$ cat config.mk
export PLATFORM = sky130hd
export DESIGN_NAME = dotsm_top
export DESIGN_NICKNAME = d
export VERILOG_FILES = /design/src/logic/dotsm_pkg.sv /design/src/logic/dotsm_usclock.sv /design/src/logic/dotsm_pixfmt.sv /design/src/logic/dotsm_top.sv
export SDC_FILE = /design/constraint.sdc
export NUM_CORES = 1
export LEC_CHECK = 0
export BUFFER_PORTS_ARGS = -buffer_cell sky130_fd_sc_hd__buf_4
export CAP_MARGIN = 20
export CORE_ASPECT_RATIO = 0.75
export CORE_MARGIN = 10
export CORE_UTILIZATION = 55
export CTS_CLUSTER_DIAMETER = 80
export DETAILED_ROUTE_END_ITERATION = 8
export GPL_TIMING_DRIVEN = 0
export PLACE_DENSITY = 0.85
export REMOVE_ABC_BUFFERS = 1
export SETUP_SLACK_MARGIN = 0.02
export SYNTH_ARGS = -nofsm -noshare
export SYNTH_HDL_FRONTEND = slang
export SYNTH_HIERARCHICAL = 1
export SYNTH_SLANG_ARGS = --single-unit
$ cat constraint.sdc
create_clock -name CORE_CLK_I -period 5.36 [get_ports CORE_CLK_I]
set_clock_uncertainty 0.15 [all_clocks]
set_input_delay 0.536 -clock CORE_CLK_I [delete_from_list [all_inputs] [get_ports CORE_CLK_I]]
set_output_delay 0.536 -clock CORE_CLK_I [all_outputs]
set_load 0.01 [all_outputs]
$ cat src/logic/dotsm_pkg.sv
// Package for disparity output formatting and frame time tagging
package dotsm_pkg;

  // =====================================================
  // Disparity coding
  localparam int DISP_WIDTH = 12;
  localparam int FRAC_BITS = 4;
  localparam int INT_BITS = DISP_WIDTH - FRAC_BITS;
  localparam logic [11:0] DISP_INVALID = 12'hfff;

  // =====================================================
  // Time base
  localparam int CLK_FREQ_MHZ = 100;
  localparam int US_NS = 1000;
  localparam int CLK_PERIOD_NS = 10;
  localparam int CYC_PER_US = US_NS / CLK_PERIOD_NS;
  localparam int TS_WIDTH = 64;
  localparam int SEQ_WIDTH = 32;
  localparam logic [63:0] TS_RESET = 64'h0;
  localparam logic [31:0] SEQ_RESET = 32'h0;

  // =====================================================
  // Modes
  typedef enum logic [1:0] {
    DOTSM_SYNC_NONE = 2'b00,
    DOTSM_SYNC_PIN = 2'b01,
    DOTSM_SYNC_SERVER = 2'b10
  } dotsm_sync_type;

  typedef enum logic [0:0] {
    DOTSM_SRC_TRIGGER = 1'b0,
    DOTSM_SRC_RECEIVE = 1'b1
  } dotsm_tsrc_type;

  typedef enum logic [1:0] {
    DOTSM_ST_IDLE = 2'b00,
    DOTSM_ST_PEND = 2'b01,
    DOTSM_ST_SEND = 2'b10
  } dotsm_state_type;

  // Frame tag carried with each result pair
  typedef struct packed {
    logic [63:0] stamp;
    logic [31:0] seq;
  } dotsm_tag_type;

  // One disparity sample from the matcher
  typedef struct packed {
    logic [11:0] disp;
    logic invalid;
  } dotsm_pix_type;

endpackage : dotsm_pkg

$ cat src/logic/dotsm_usclock.sv
// Microsecond time base with load and clear
`timescale 1ns/1ps
module dotsm_usclock
  import dotsm_pkg::*;
#(
  parameter int DIV = CYC_PER_US
) (
  input wire logic clk_i,
  input wire logic srst_i,
  input wire logic clear_i,
  input wire logic load_i,
  input wire logic [63:0] load_val_i,
  output logic [63:0] us_o
);

  logic [7:0] div_reg;
  logic [7:0] div_next;
  logic [63:0] us_reg;
  logic [63:0] us_next;

  // =====================================================
  // Divider and counter
  always_comb begin
    div_next = div_reg + 8'h01;
    us_next = us_reg;
    if (div_reg == 8'(DIV - 1)) begin
      div_next = 8'h00;
      us_next = us_reg + 64'h1;
    end
    // Clear restarts the fraction too, so edges align exactly
    if (clear_i) begin
      div_next = 8'h00;
      us_next = TS_RESET;
    end else if (load_i) begin
      div_next = 8'h00;
      us_next = load_val_i;
    end
  end

  always_ff @(posedge clk_i) begin
    if (srst_i) begin
      div_reg <= 8'h00;
      us_reg <= TS_RESET;
    end else begin
      div_reg <= div_next;
      us_reg <= us_next;
    end
  end

  assign us_o = us_reg;

endmodule : dotsm_usclock

$ cat src/logic/dotsm_pixfmt.sv
// Disparity pixel formatter: invalid code and raw preview value
`timescale 1ns/1ps
module dotsm_pixfmt
  import dotsm_pkg::*;
(
  input wire logic clk_i,
  input wire logic srst_i,
  input wire logic valid_i,
  input wire dotsm_pix_type pix_i,
  output logic valid_o,
  output logic [11:0] disp_o,
  output logic [7:0] raw_o
);

  logic valid_reg;
  logic valid_next;
  logic [11:0] disp_reg;
  logic [11:0] disp_next;
  logic [7:0] raw_reg;
  logic [7:0] raw_next;

  // =====================================================
  // Formatting
  always_comb begin
    valid_next = valid_i;
    disp_next = pix_i.disp;
    if (pix_i.invalid) begin
      disp_next = DISP_INVALID;
    end
    raw_next = disp_next[DISP_WIDTH-1:FRAC_BITS];
  end

  always_ff @(posedge clk_i) begin
    if (srst_i) begin
      valid_reg <= 1'b0;
      disp_reg <= 12'h000;
      raw_reg <= 8'h00;
    end else begin
      valid_reg <= valid_next;
      disp_reg <= disp_next;
      raw_reg <= raw_next;
    end
  end

  assign valid_o = valid_reg;
  assign disp_o = disp_reg;
  assign raw_o = raw_reg;

endmodule : dotsm_pixfmt

$ cat src/logic/dotsm_top.sv
// Disparity output stage: pixel coding, frame tags, host gating
// =====================================================
`timescale 1ns/1ps
module dotsm_top
  import dotsm_pkg::*;
(
  input wire logic CORE_CLK_I,
  input wire logic SRST_I,
  input wire dotsm_sync_type SYNC_MODE_I,
  input wire dotsm_tsrc_type TS_SRC_I,
  input wire logic SYNC_PIN_I,
  input wire logic SERVER_LOAD_I,
  input wire logic [63:0] SERVER_TIME_I,
  input wire logic TRIGGER_I,
  input wire logic FRAME_RX_I,
  input wire logic NET_SOURCE_I,
  input wire dotsm_tag_type NET_TAG_I,
  input wire logic PAIR_DONE_I,
  input wire logic CAMERAS_OK_I,
  input wire logic PREVIEW_OPEN_I,
  input wire logic [3:0] PREVIEW_ID_I,
  input wire logic PREVIEW_CLOSE_I,
  input wire logic PIX_VALID_I,
  input wire dotsm_pix_type PIX_I,
  output logic PIX_VALID_O,
  output logic [11:0] DISP_O,
  output logic [7:0] RAW_O,
  output logic TAG_VALID_O,
  output dotsm_tag_type TAG_O,
  output logic PROC_RUN_O,
  output logic HOST_XFER_EN_O,
  output logic PREVIEW_EN_O,
  output logic [3:0] PREVIEW_OWNER_O
);

  // =====================================================
  // Declarations
  // Pin synchroniser state
  logic sync_meta_reg;
  logic sync_meta_next;
  logic sync_s_reg;
  logic sync_s_next;
  logic sync_d_reg;
  logic sync_d_next;
  logic sync_rise;

  // Microsecond clock hookup
  logic [63:0] now_us;
  logic srv_load;

  // Capture state machine
  dotsm_state_type state_reg;
  dotsm_state_type state_next;
  logic [63:0] stamp_reg;
  logic [63:0] stamp_next;
  logic [63:0] stamp_neg;
  logic capture_evt;
  logic local_start;
  logic net_start;
  logic pix_gate;
  logic pair_fire;

  // Tag and sequence state
  logic [31:0] seq_reg;
  logic [31:0] seq_next;
  logic tag_valid_reg;
  logic tag_valid_next;
  dotsm_tag_type tag_reg;
  dotsm_tag_type tag_next;

  // Run and preview state
  logic proc_run_reg;
  logic proc_run_next;
  logic prev_en_reg;
  logic prev_en_next;
  logic [3:0] owner_reg;
  logic [3:0] owner_next;
  logic host_en_reg;
  logic host_en_next;
  logic owner_close;
  logic free_open;

  // =====================================================
  // Pin synchroniser and edge detect
  // First stage may go metastable, so only the second and third stages feed logic
  always_comb begin
    sync_meta_next = SYNC_PIN_I;
    sync_s_next = sync_meta_reg;
    sync_d_next = sync_s_reg;
  end

  // Synchroniser registers
  always_ff @(posedge CORE_CLK_I) begin
    if (SRST_I) begin
      sync_meta_reg <= 1'b0;
      sync_s_reg <= 1'b0;
      sync_d_reg <= 1'b0;
    end else begin
      sync_meta_reg <= sync_meta_next;
      sync_s_reg <= sync_s_next;
      sync_d_reg <= sync_d_next;
    end
  end

  // rising sync edge
  // Low after reset matches an idle pin, so no false edge follows reset
  assign sync_rise = (SYNC_MODE_I == DOTSM_SYNC_PIN) && sync_s_reg && !sync_d_reg;

  // =====================================================
  // Microsecond clock
  // server time load
  assign srv_load = (SYNC_MODE_I == DOTSM_SYNC_SERVER) && SERVER_LOAD_I;

  dotsm_usclock #(
    .DIV(CYC_PER_US)
  ) u_clock (
    .clk_i(CORE_CLK_I),
    .srst_i(SRST_I),
    .clear_i(sync_rise),
    .load_i(srv_load),
    .load_val_i(SERVER_TIME_I),
    .us_o(now_us)
  );

  // =====================================================
  // Pixel formatting
  // Pixels only pass while a pair is being sent
  assign pix_gate = PIX_VALID_I && (state_reg == DOTSM_ST_SEND);

  dotsm_pixfmt u_pix (
    .clk_i(CORE_CLK_I),
    .srst_i(SRST_I),
    .valid_i(pix_gate),
    .pix_i(PIX_I),
    .valid_o(PIX_VALID_O),
    .disp_o(DISP_O),
    .raw_o(RAW_O)
  );

  // =====================================================
  // Frame capture
  // stamp source select
  assign capture_evt = (TS_SRC_I == DOTSM_SRC_TRIGGER) ? TRIGGER_I : FRAME_RX_I;

  // Start decode, refused until processing runs
  assign local_start = proc_run_reg && !NET_SOURCE_I && capture_evt;
  assign net_start = proc_run_reg && NET_SOURCE_I && FRAME_RX_I;

  // negative interval since capture
  // Two's complement; a later edge still sums up since the clock restarted at zero
  assign stamp_neg = 64'h0 - (now_us - stamp_reg);

  // Pair finished while sending
  assign pair_fire = (state_reg == DOTSM_ST_SEND) && PAIR_DONE_I;

  // Capture state and stamp next values
  always_comb begin
    state_next = state_reg;
    stamp_next = stamp_reg;
    unique case (state_reg)
      DOTSM_ST_IDLE: begin
        if (local_start) begin
          stamp_next = now_us;
          state_next = DOTSM_ST_PEND;
        end else if (net_start) begin
          state_next = DOTSM_ST_SEND;
        end
      end
      DOTSM_ST_PEND: begin
        if (sync_rise) begin
          stamp_next = stamp_neg;
        end
        // Reception stamping has already seen its frame
        if (FRAME_RX_I || TS_SRC_I == DOTSM_SRC_RECEIVE) begin
          state_next = DOTSM_ST_SEND;
        end
      end
      DOTSM_ST_SEND: begin
        if (sync_rise && !NET_SOURCE_I) begin
          stamp_next = stamp_neg;
        end
        if (PAIR_DONE_I) begin
          state_next = DOTSM_ST_IDLE;
        end
      end
      default: begin
        state_next = DOTSM_ST_IDLE;
      end
    endcase
  end

  // Capture registers
  always_ff @(posedge CORE_CLK_I) begin
    if (SRST_I) begin
      state_reg <= DOTSM_ST_IDLE;
      stamp_reg <= TS_RESET;
    end else begin
      state_reg <= state_next;
      stamp_reg <= stamp_next;
    end
  end

  // =====================================================
  // Tag and sequence number
  // Tag valid is a one-cycle pulse, the tag itself holds
  always_comb begin
    seq_next = seq_reg;
    tag_valid_next = 1'b0;
    tag_next = tag_reg;
    if (pair_fire) begin
      // tag every pair
      // Pulse dropped when nobody listens, the count still advances
      tag_valid_next = host_en_reg || prev_en_reg;
      if (NET_SOURCE_I) begin
        tag_next = NET_TAG_I;
      end else begin
        tag_next.stamp = stamp_reg;
        tag_next.seq = seq_reg;
        seq_next = seq_reg + 32'h1;
      end
    end
  end

  // Tag registers
  always_ff @(posedge CORE_CLK_I) begin
    if (SRST_I) begin
      seq_reg <= SEQ_RESET;
      tag_valid_reg <= 1'b0;
      tag_reg <= '0;
    end else begin
      seq_reg <= seq_next;
      tag_valid_reg <= tag_valid_next;
      tag_reg <= tag_next;
    end
  end

  // =====================================================
  // Processing run and preview ownership
  // Close only counts from the page that owns the stream
  assign owner_close = prev_en_reg && PREVIEW_CLOSE_I && (PREVIEW_ID_I == owner_reg);
  // Open only counts while the stream is free
  assign free_open = !prev_en_reg && PREVIEW_OPEN_I;

  // Run and preview next values
  always_comb begin
    proc_run_next = CAMERAS_OK_I;
    prev_en_next = prev_en_reg;
    owner_next = owner_reg;
    // Close wins over a same-cycle open from another page
    if (owner_close) begin
      prev_en_next = 1'b0;
    end else if (free_open) begin
      // first page claims the stream, later ones get nothing
      prev_en_next = 1'b1;
      owner_next = PREVIEW_ID_I;
    end
    // other hosts halted while preview runs
    host_en_next = !prev_en_next;
  end

  // Run and preview registers
  always_ff @(posedge CORE_CLK_I) begin
    if (SRST_I) begin
      proc_run_reg <= 1'b0;
      prev_en_reg <= 1'b0;
      owner_reg <= 4'h0;
      host_en_reg <= 1'b1;
    end else begin
      proc_run_reg <= proc_run_next;
      prev_en_reg <= prev_en_next;
      owner_reg <= owner_next;
      host_en_reg <= host_en_next;
    end
  end

  // =====================================================
  // Outputs, all straight from registers
  assign TAG_VALID_O = tag_valid_reg;
  assign TAG_O = tag_reg;
  assign PROC_RUN_O = proc_run_reg;
  assign HOST_XFER_EN_O = host_en_reg;
  assign PREVIEW_EN_O = prev_en_reg;
  assign PREVIEW_OWNER_O = owner_reg;

endmodule : dotsm_top

==> results.txt, run 1 <==
Die Y: 173.3 microns
setup TNS: 0 ns
CTS resizes: 0
proportion of power drawn by flip-flops and latches: 0.268
time the worst path needs with I/O delays and setup: 4.034 ns
Sw Ratio: 0.4262
total of warnings raised by yosys: 6
Max Root-Sink Buffers: 3
XOR/XNOR Fraction of Synth Area: 0.07424
final setup fails: 0
status: finished clean
Hold WC Path Type: input pin to flop
Worst EP arrival: 4.38 ns
worst slack at placement: 1.558 ns
endpoint class of the critical path: flop
number of detailed-route iterations in the first pass: 5
met2 usage: 0.4136
Post-CTS Setup Inserts: 0
met1 usage: 0.3737
max FFs per register: 96
first-pass GRT wire length: 87,690 microns
max-slew violation count: 0
drt total wl: 56,480 microns
Slew @ Worst Pin: 1.015 ns
critical path class: flop to flop
Pleak: 8.619 nW
1st-iter DRT viols: 1,720
Post-synth EDFFs: 0
largest net degree at the start of global routing: 119
Setup WS post-layout: 1.326 ns
nets: 2,619
synthesized area: 17,230 sq um
Post-synth top cells: dfxtp_1 (290), nor2_1 (272), a21oi_1 (186)
CTS tree: done
routed via count: 16.80k
Max Clk Rate: 247.9 MHz
Root Driver: clkbuf_16
synth top area cells: dfxtp_1 (34%), mux2i_1 (7.1%), nor2_1 (5.9%)
most common flop cell mapped by yosys: dfxtp_1
Slew HR: 0.3232
compound-cell area share of the yosys netlist: 0.2271
period utilisation layout: 0.7526
hold_buf cts: 0
Routed Antenna Nets: 0
layout filler cell count: 2,536
row count: 56
clock-pin transition on the worst setup and hold timing paths: 0.07 ns
most frequent cell after synthesis: dfxtp_1
hold_ws: 0.02114 ns
Yosys top cell by area: dfxtp_1
critical path peak fanout: 7
# clock sinks: 290
Die Area: 38,870 sq um
CTS buffer count: 30
syn_area_per_cell: 8.049 sq um
Synth Area in Adders: 0.05201
Most Used Layer, Global Route: met2
Gate power share: 0.521
internal power: 6.014 mW
core area: 31,040 sq um
synthesized flop and latch total: 290
ys async rst share: 0
post-synthesis simple-gate area fraction: 0.1817
Starting Density: 0.5549
worst skew pair latency: 0.58 ns
Port Buffers: 316
Mapped Cells: 2,140
final hold violations: 0
Worst Path Required: 5.70 ns
mux contribution to synthesized area: 0.07089
number of global-route vias before repair: 15.92k
Pwr Total: 10.48 mW
Critical Path Source Type: flop
Clock H-tree levels: 1
post-synth top area share: 0.3370
Power Dens Cells: 504.1 nW/um^2
Routed WL per cell: 20.28 microns
switching power: 4.467 mW
maxcap violations: 0
number of unique standard cell types used by synthesis: 87
layout cell share with drive strength beyond 1: 0.1717
detailed placement HPWL: 42,240 microns
placed insts: 2,730
Remaining Overflow, GRT: 0
GRT met3 Usage: 0.07422
I/O pins: 317
RSZ-0062 raised after global routing: no
initial antenna violation count: 3
Area Overhead vs Synth: 20.69%
largest family of logic cells by synthesized area: compound AO/OA/AOI/OAI gates
sequential area share after synthesis: 0.3370
Non-Filler Instances: 2,785
Tot GR Track Use: 0.2739
Layout Utilization: 0.6698
Post-route DRC: 0
Max rail drop VDD: 0.3150 mV
drt via density: 6.032
Die X-Extent: 224.4 microns
part of the power in the clock network: 0.211
Final Cell Area: 20,790 sq um
Placer Congestion: 0.9915
Placed Area: 19,750 sq um
cells by family after synthesis:
logic type,count (synthesis)
adder cells (fa/ha/maj),71
AO/OA/AOI/OAI,615
AND/OR/NAND/NOR,652
XOR/XNOR,146
flip-flops,290
multiplexers,122
buffers and inverters,244
cell type report:
type                    instances  area [sq um]  share of cell area
multi-input cells            1606         10480              0.5040
flip-flops and latches        290          5806              0.2792
repair buffers                323          2565              0.1234
clock buffers                  41         863.3             0.04153
well taps                     406         508.0             0.02443
inverters                     105         396.6             0.01908
clock inverters                11         165.2            0.007944
diodes                          3         7.507           0.0003611
power by group through the flow:
stage | logic [mW] | registers (mW) | clock network [mW]
finish | 5.46 | 2.80 | 2.22
global route | 5.97 | 2.84 | 2.33
CTS | 5.35 | 2.80 | 2.24
detailed placement | 5.29 | 2.84 | 0
global placement | 5.26 | 2.83 | 0
floorplan | 3.80 | 2.80 | 0
worst max-delay path, cell delays in order, from the launching register on:
cell	delay, ns
dfxtp_1	0.47
inv_1	0.08
ha_1	0.36
o21a_1	0.13
o31ai_1	0.13
nor3_1	0.64
o21ai_0	0.39
and3_1	0.33
nor2_2	0.34
a21oi_1	0.22
a2111oi_0	0.42
o211ai_1	0.16
o211ai_1	0.14
placed cells by master, fill, tap and decap left out, types with 6 or more instances in the layout:
cell       count
a311oi_1       8
xor2_1        60
ha_1          69
nor4_1        15
dfxtp_1      290
a21oi_1      186
nand4_1       42
nor3_1        48
nand2b_1       8
o211ai_1      10
nand3_1       57
o21ba_1       10
clkbuf_16     31
a31oi_1       11
and4_1         7
a21o_1        35
inv_1        102
nor2_1       271
xnor2_1       86
and3_1        25
o21ai_0      138
a41oi_1        9
nand2_1      116
nor2b_1        8
buf_16         6
mux2i_1      122
or3_1         15
o21ai_1       14
and2_1         6
buf_4        314
o21bai_1      13
a211oi_1     127
path summary, 6_finish.rpt:
path | from | to | slack [ns] | cells past startpoint
setup / recovery | u_clock/us_o[2]$_SDFFE_PP0P_ | stamp_reg[63]$_SDFFE_PP0P_ | 1.33 | 12
hold / removal | SYNC_PIN_I | sync_meta_reg$_SDFF_PP0_ | 0.02 | 2
setup reg to reg | u_clock/us_o[2]$_SDFFE_PP0P_ | stamp_reg[63]$_SDFFE_PP0P_ | 1.33 | 12
hold reg to reg | u_clock/div_reg[0]$_SDFF_PP0_ | u_clock/div_reg[0]$_SDFF_PP0_ | 0.32 | 1
routing by layer:
metal | wire (microns) | vias up
li1 | - | 8122
met1 | 25100 | 7902
met2 | 24270 | 693
met3 | 5571 | 83
met4 | 1536 | 0
met5 | 0 | -
(Power assumes the default switching activity.)
==> inputs of run 2 (changes only) <==
- clock period: 5.36 -> 3.8 ns (I/O delays scaled with it)
==> run 2 against run 1 <==
Compared with the run above:
- register-to-register slack worse by 1.2 ns
- combinational power is 45% higher
- cell count is 3.0% higher
- worst setup slack worse by 1.2 ns
- final area is 4.2% higher
- sequential share of layout area is 1.1 points lower
- sequential cell count stayed put
- maximum frequency is 9.0% higher
- global-route usage is 0.97 points higher
- total power is 43% higher
- largest cell class unchanged
- largest power group unchanged
==> results.txt, run 2 (synthesized netlist as in run 1, its figures left out) <==
CP dominant cell by count: o211ai_1
row count: 56 (unchanged)
max-slew violation count: 0 (unchanged)
# clock sinks: 290 (unchanged)
Tot GR Track Use: 0.2836 (+0.009662)
Max stage delay cell, worst path: a221oi_1
I/O pins: 317 (unchanged)
initial antenna violation count: 6 (+3)
Layout Utilization: 0.6979 (+0.02814)
Root Driver: clkbuf_16
period utilisation layout: 0.9741 (+0.2215)
Max Root-Sink Buffers: 3 (unchanged)
max FFs per register: 96 (unchanged)
Remaining Overflow, GRT: 0 (unchanged)
first-pass GRT wire length: 90,820 microns (+3.6%)
Starting Density: 0.5549 (unchanged)
Area Overhead vs Synth: 25.76%
part of the power in the clock network: 0.208 (-0.003)
Final Cell Area: 21,660 sq um (+4.2%)
Pleak: 8.978 nW (+4.2%)
number of global-route vias before repair: 16.43k (+3.2%)
Gate power share: 0.528 (+0.007)
critical path peak fanout: 7 (unchanged)
switching power: 6.426 mW (+44%)
Pwr Total: 15.03 mW (+43%)
Port Buffers: 316 (unchanged)
proportion of power drawn by flip-flops and latches: 0.264 (-0.004)
Max Clk Rate: 270.2 MHz (+9.0%)
Die X-Extent: 224.4 microns (unchanged)
Clock H-tree levels: 1 (unchanged)
internal power: 8.602 mW (+43%)
Power Dens Cells: 693.7 nW/um^2 (+38%)
Placer Congestion: 0.9915 (unchanged)
drt via density: 6.043 (+0.18%)
Worst EP arrival: 4.00 ns (-0.38 ns)
time the worst path needs with I/O delays and setup: 3.702 ns (-0.3325 ns)
Critical Path Source Type: flop
slowest stage delay, CP: 0.61 ns (-0.03 ns)
Max rail drop VDD: 0.4333 mV (+38%)
core area: 31,040 sq um (unchanged)
routed via count: 17.33k (+3.2%)
detailed placement HPWL: 42,240 microns (unchanged)
most common cell after layout, fill and taps aside: buf_4
most frequent cells in the layout: buf_4 (316), dfxtp_1 (290), nor2_1 (271), a21oi_1 (184), o21ai_0 (138)
worst skew pair latency: 0.57 ns (about the same)
status: finished clean
clock-pin transition on the worst setup and hold timing paths: 0.06 ns (about the same)
CTS tree: done
final setup fails: 0 (unchanged)
Die Area: 38,870 sq um (unchanged)
number of detailed-route iterations in the first pass: 6 (+1)
hold_ws: 0.01531 ns (-0.005829 ns)
nets: 2,700 (+3.1%)
Routed Antenna Nets: 0 (unchanged)
CTS buffer count: 30 (unchanged)
1st-iter DRT viols: 1,796 (+4.4%)
Placed Area: 19,750 sq um (unchanged)
RSZ-0062 raised after global routing: yes
Hold WC Path Type: input pin to flop
Die Y: 173.3 microns (unchanged)
Slew @ Worst Pin: 1.008 ns (-0.007061 ns)
Slew HR: 0.3263 (+0.003112)
critical path class: flop to flop
layout cell share with drive strength beyond 1: 0.1705 (-0.001184)
largest net degree at the start of global routing: 119 (unchanged)
Worst Path Required: 4.10 ns (-1.60 ns)
maxcap violations: 0 (unchanged)
Routed WL per cell: 20.43 microns (+0.77%)
critical path cell sequence: inv_1 > ha_1 > a21oi_2 > o21bai_1 > a221oi_1 > and3_1 > nor2_4 > a21oi_1 > a2111oi_0 > o211ai_1 > o211ai_1
Post-route DRC: 0 (unchanged)
drt total wl: 58,610 microns (+3.8%)
final hold violations: 0 (unchanged)
Sw Ratio: 0.4276 (+0.001416)
endpoint class of the critical path: flop
run 2: repair_timing:
item	4_1_cts	5_1_grt
pin swaps	0	2
setup endpoints to repair	1	12
buffers inserted	0	2
gates resized for setup	1	10
endpoints found under the hold margin	68	0
hold buffers	79	0
run 2: metrics by stage:
| stage | cells | setup WS [ns] | TNS (ns) |
|---|---|---|---|
| 3_5_place_dp | 2730 | -0.001775 | -0.001775 |
| 2_1_floorplan | 2001 | -2.136 | -205.02 |
| 5_1_grt | 2868 | -0.01305 | -0.01305 |
| 6_report | 2868 | 0.09840 | 0 |
| 4_1_cts | 2861 | 0.05052 | 0 |
| 3_3_place_gp | 2723 | -4.249 | -508.31 |
run 2: path summary, 6_finish.rpt:
check | cells past startpoint | end | slack (ns) | from
max | 11 | stamp_reg[63]$_SDFFE_PP0P_ | 0.1 | u_clock/us_o[12]$_SDFFE_PP0P_
min reg2reg | 1 | u_clock/div_reg[0]$_SDFF_PP0_ | 0.33 | u_clock/div_reg[0]$_SDFF_PP0_
max reg2reg | 11 | stamp_reg[63]$_SDFFE_PP0P_ | 0.1 | u_clock/us_o[12]$_SDFFE_PP0P_
min | 3 | TAG_O[40]$_SDFFE_PP0P_ | 0.02 | NET_TAG_I[40]
run 2: critical path, delay by kind of cell (launching register included):
kind                       cells  cell delay, ns
AOI/OAI and AO/OA              7            1.93
adders and majority gates      1            0.38
DFF                            1            0.47
buffers and inverters          1            0.08
and+or+nand+nor                2            0.55
run 2: power by group through the flow:
stage	clock (mW)	combinational [mW]	sequential [mW]
global placement	0	7.42	3.99
global route	3.29	8.65	4.01
finish	3.13	7.93	3.97
floorplan	0	5.36	3.94
CTS	3.16	7.63	3.94
detailed placement	0	7.47	4.01
run 2: final cells by class:
class | count | area [sq um]
clock buffers | 41 | 863.3
repair buffers | 404 | 3371
flip-flops and latches | 290 | 5806
clock inverters | 11 | 165.2
inverters | 105 | 396.6
diodes | 5 | 12.51
well taps | 406 | 508.0
multi-input cells | 1606 | 10540
fillers | 2383 | 9376
run 2: per-layer routing:
metal | vias up | routed length (microns) | track usage
met3 | 93 | 5489 | 0.07084
met1 | 8205 | 25630 | 0.3826
li1 | 8284 | - | -
met4 | 2 | 1597 | 0.08482
met5 | - | 13 | 0
met2 | 747 | 25880 | 0.4377
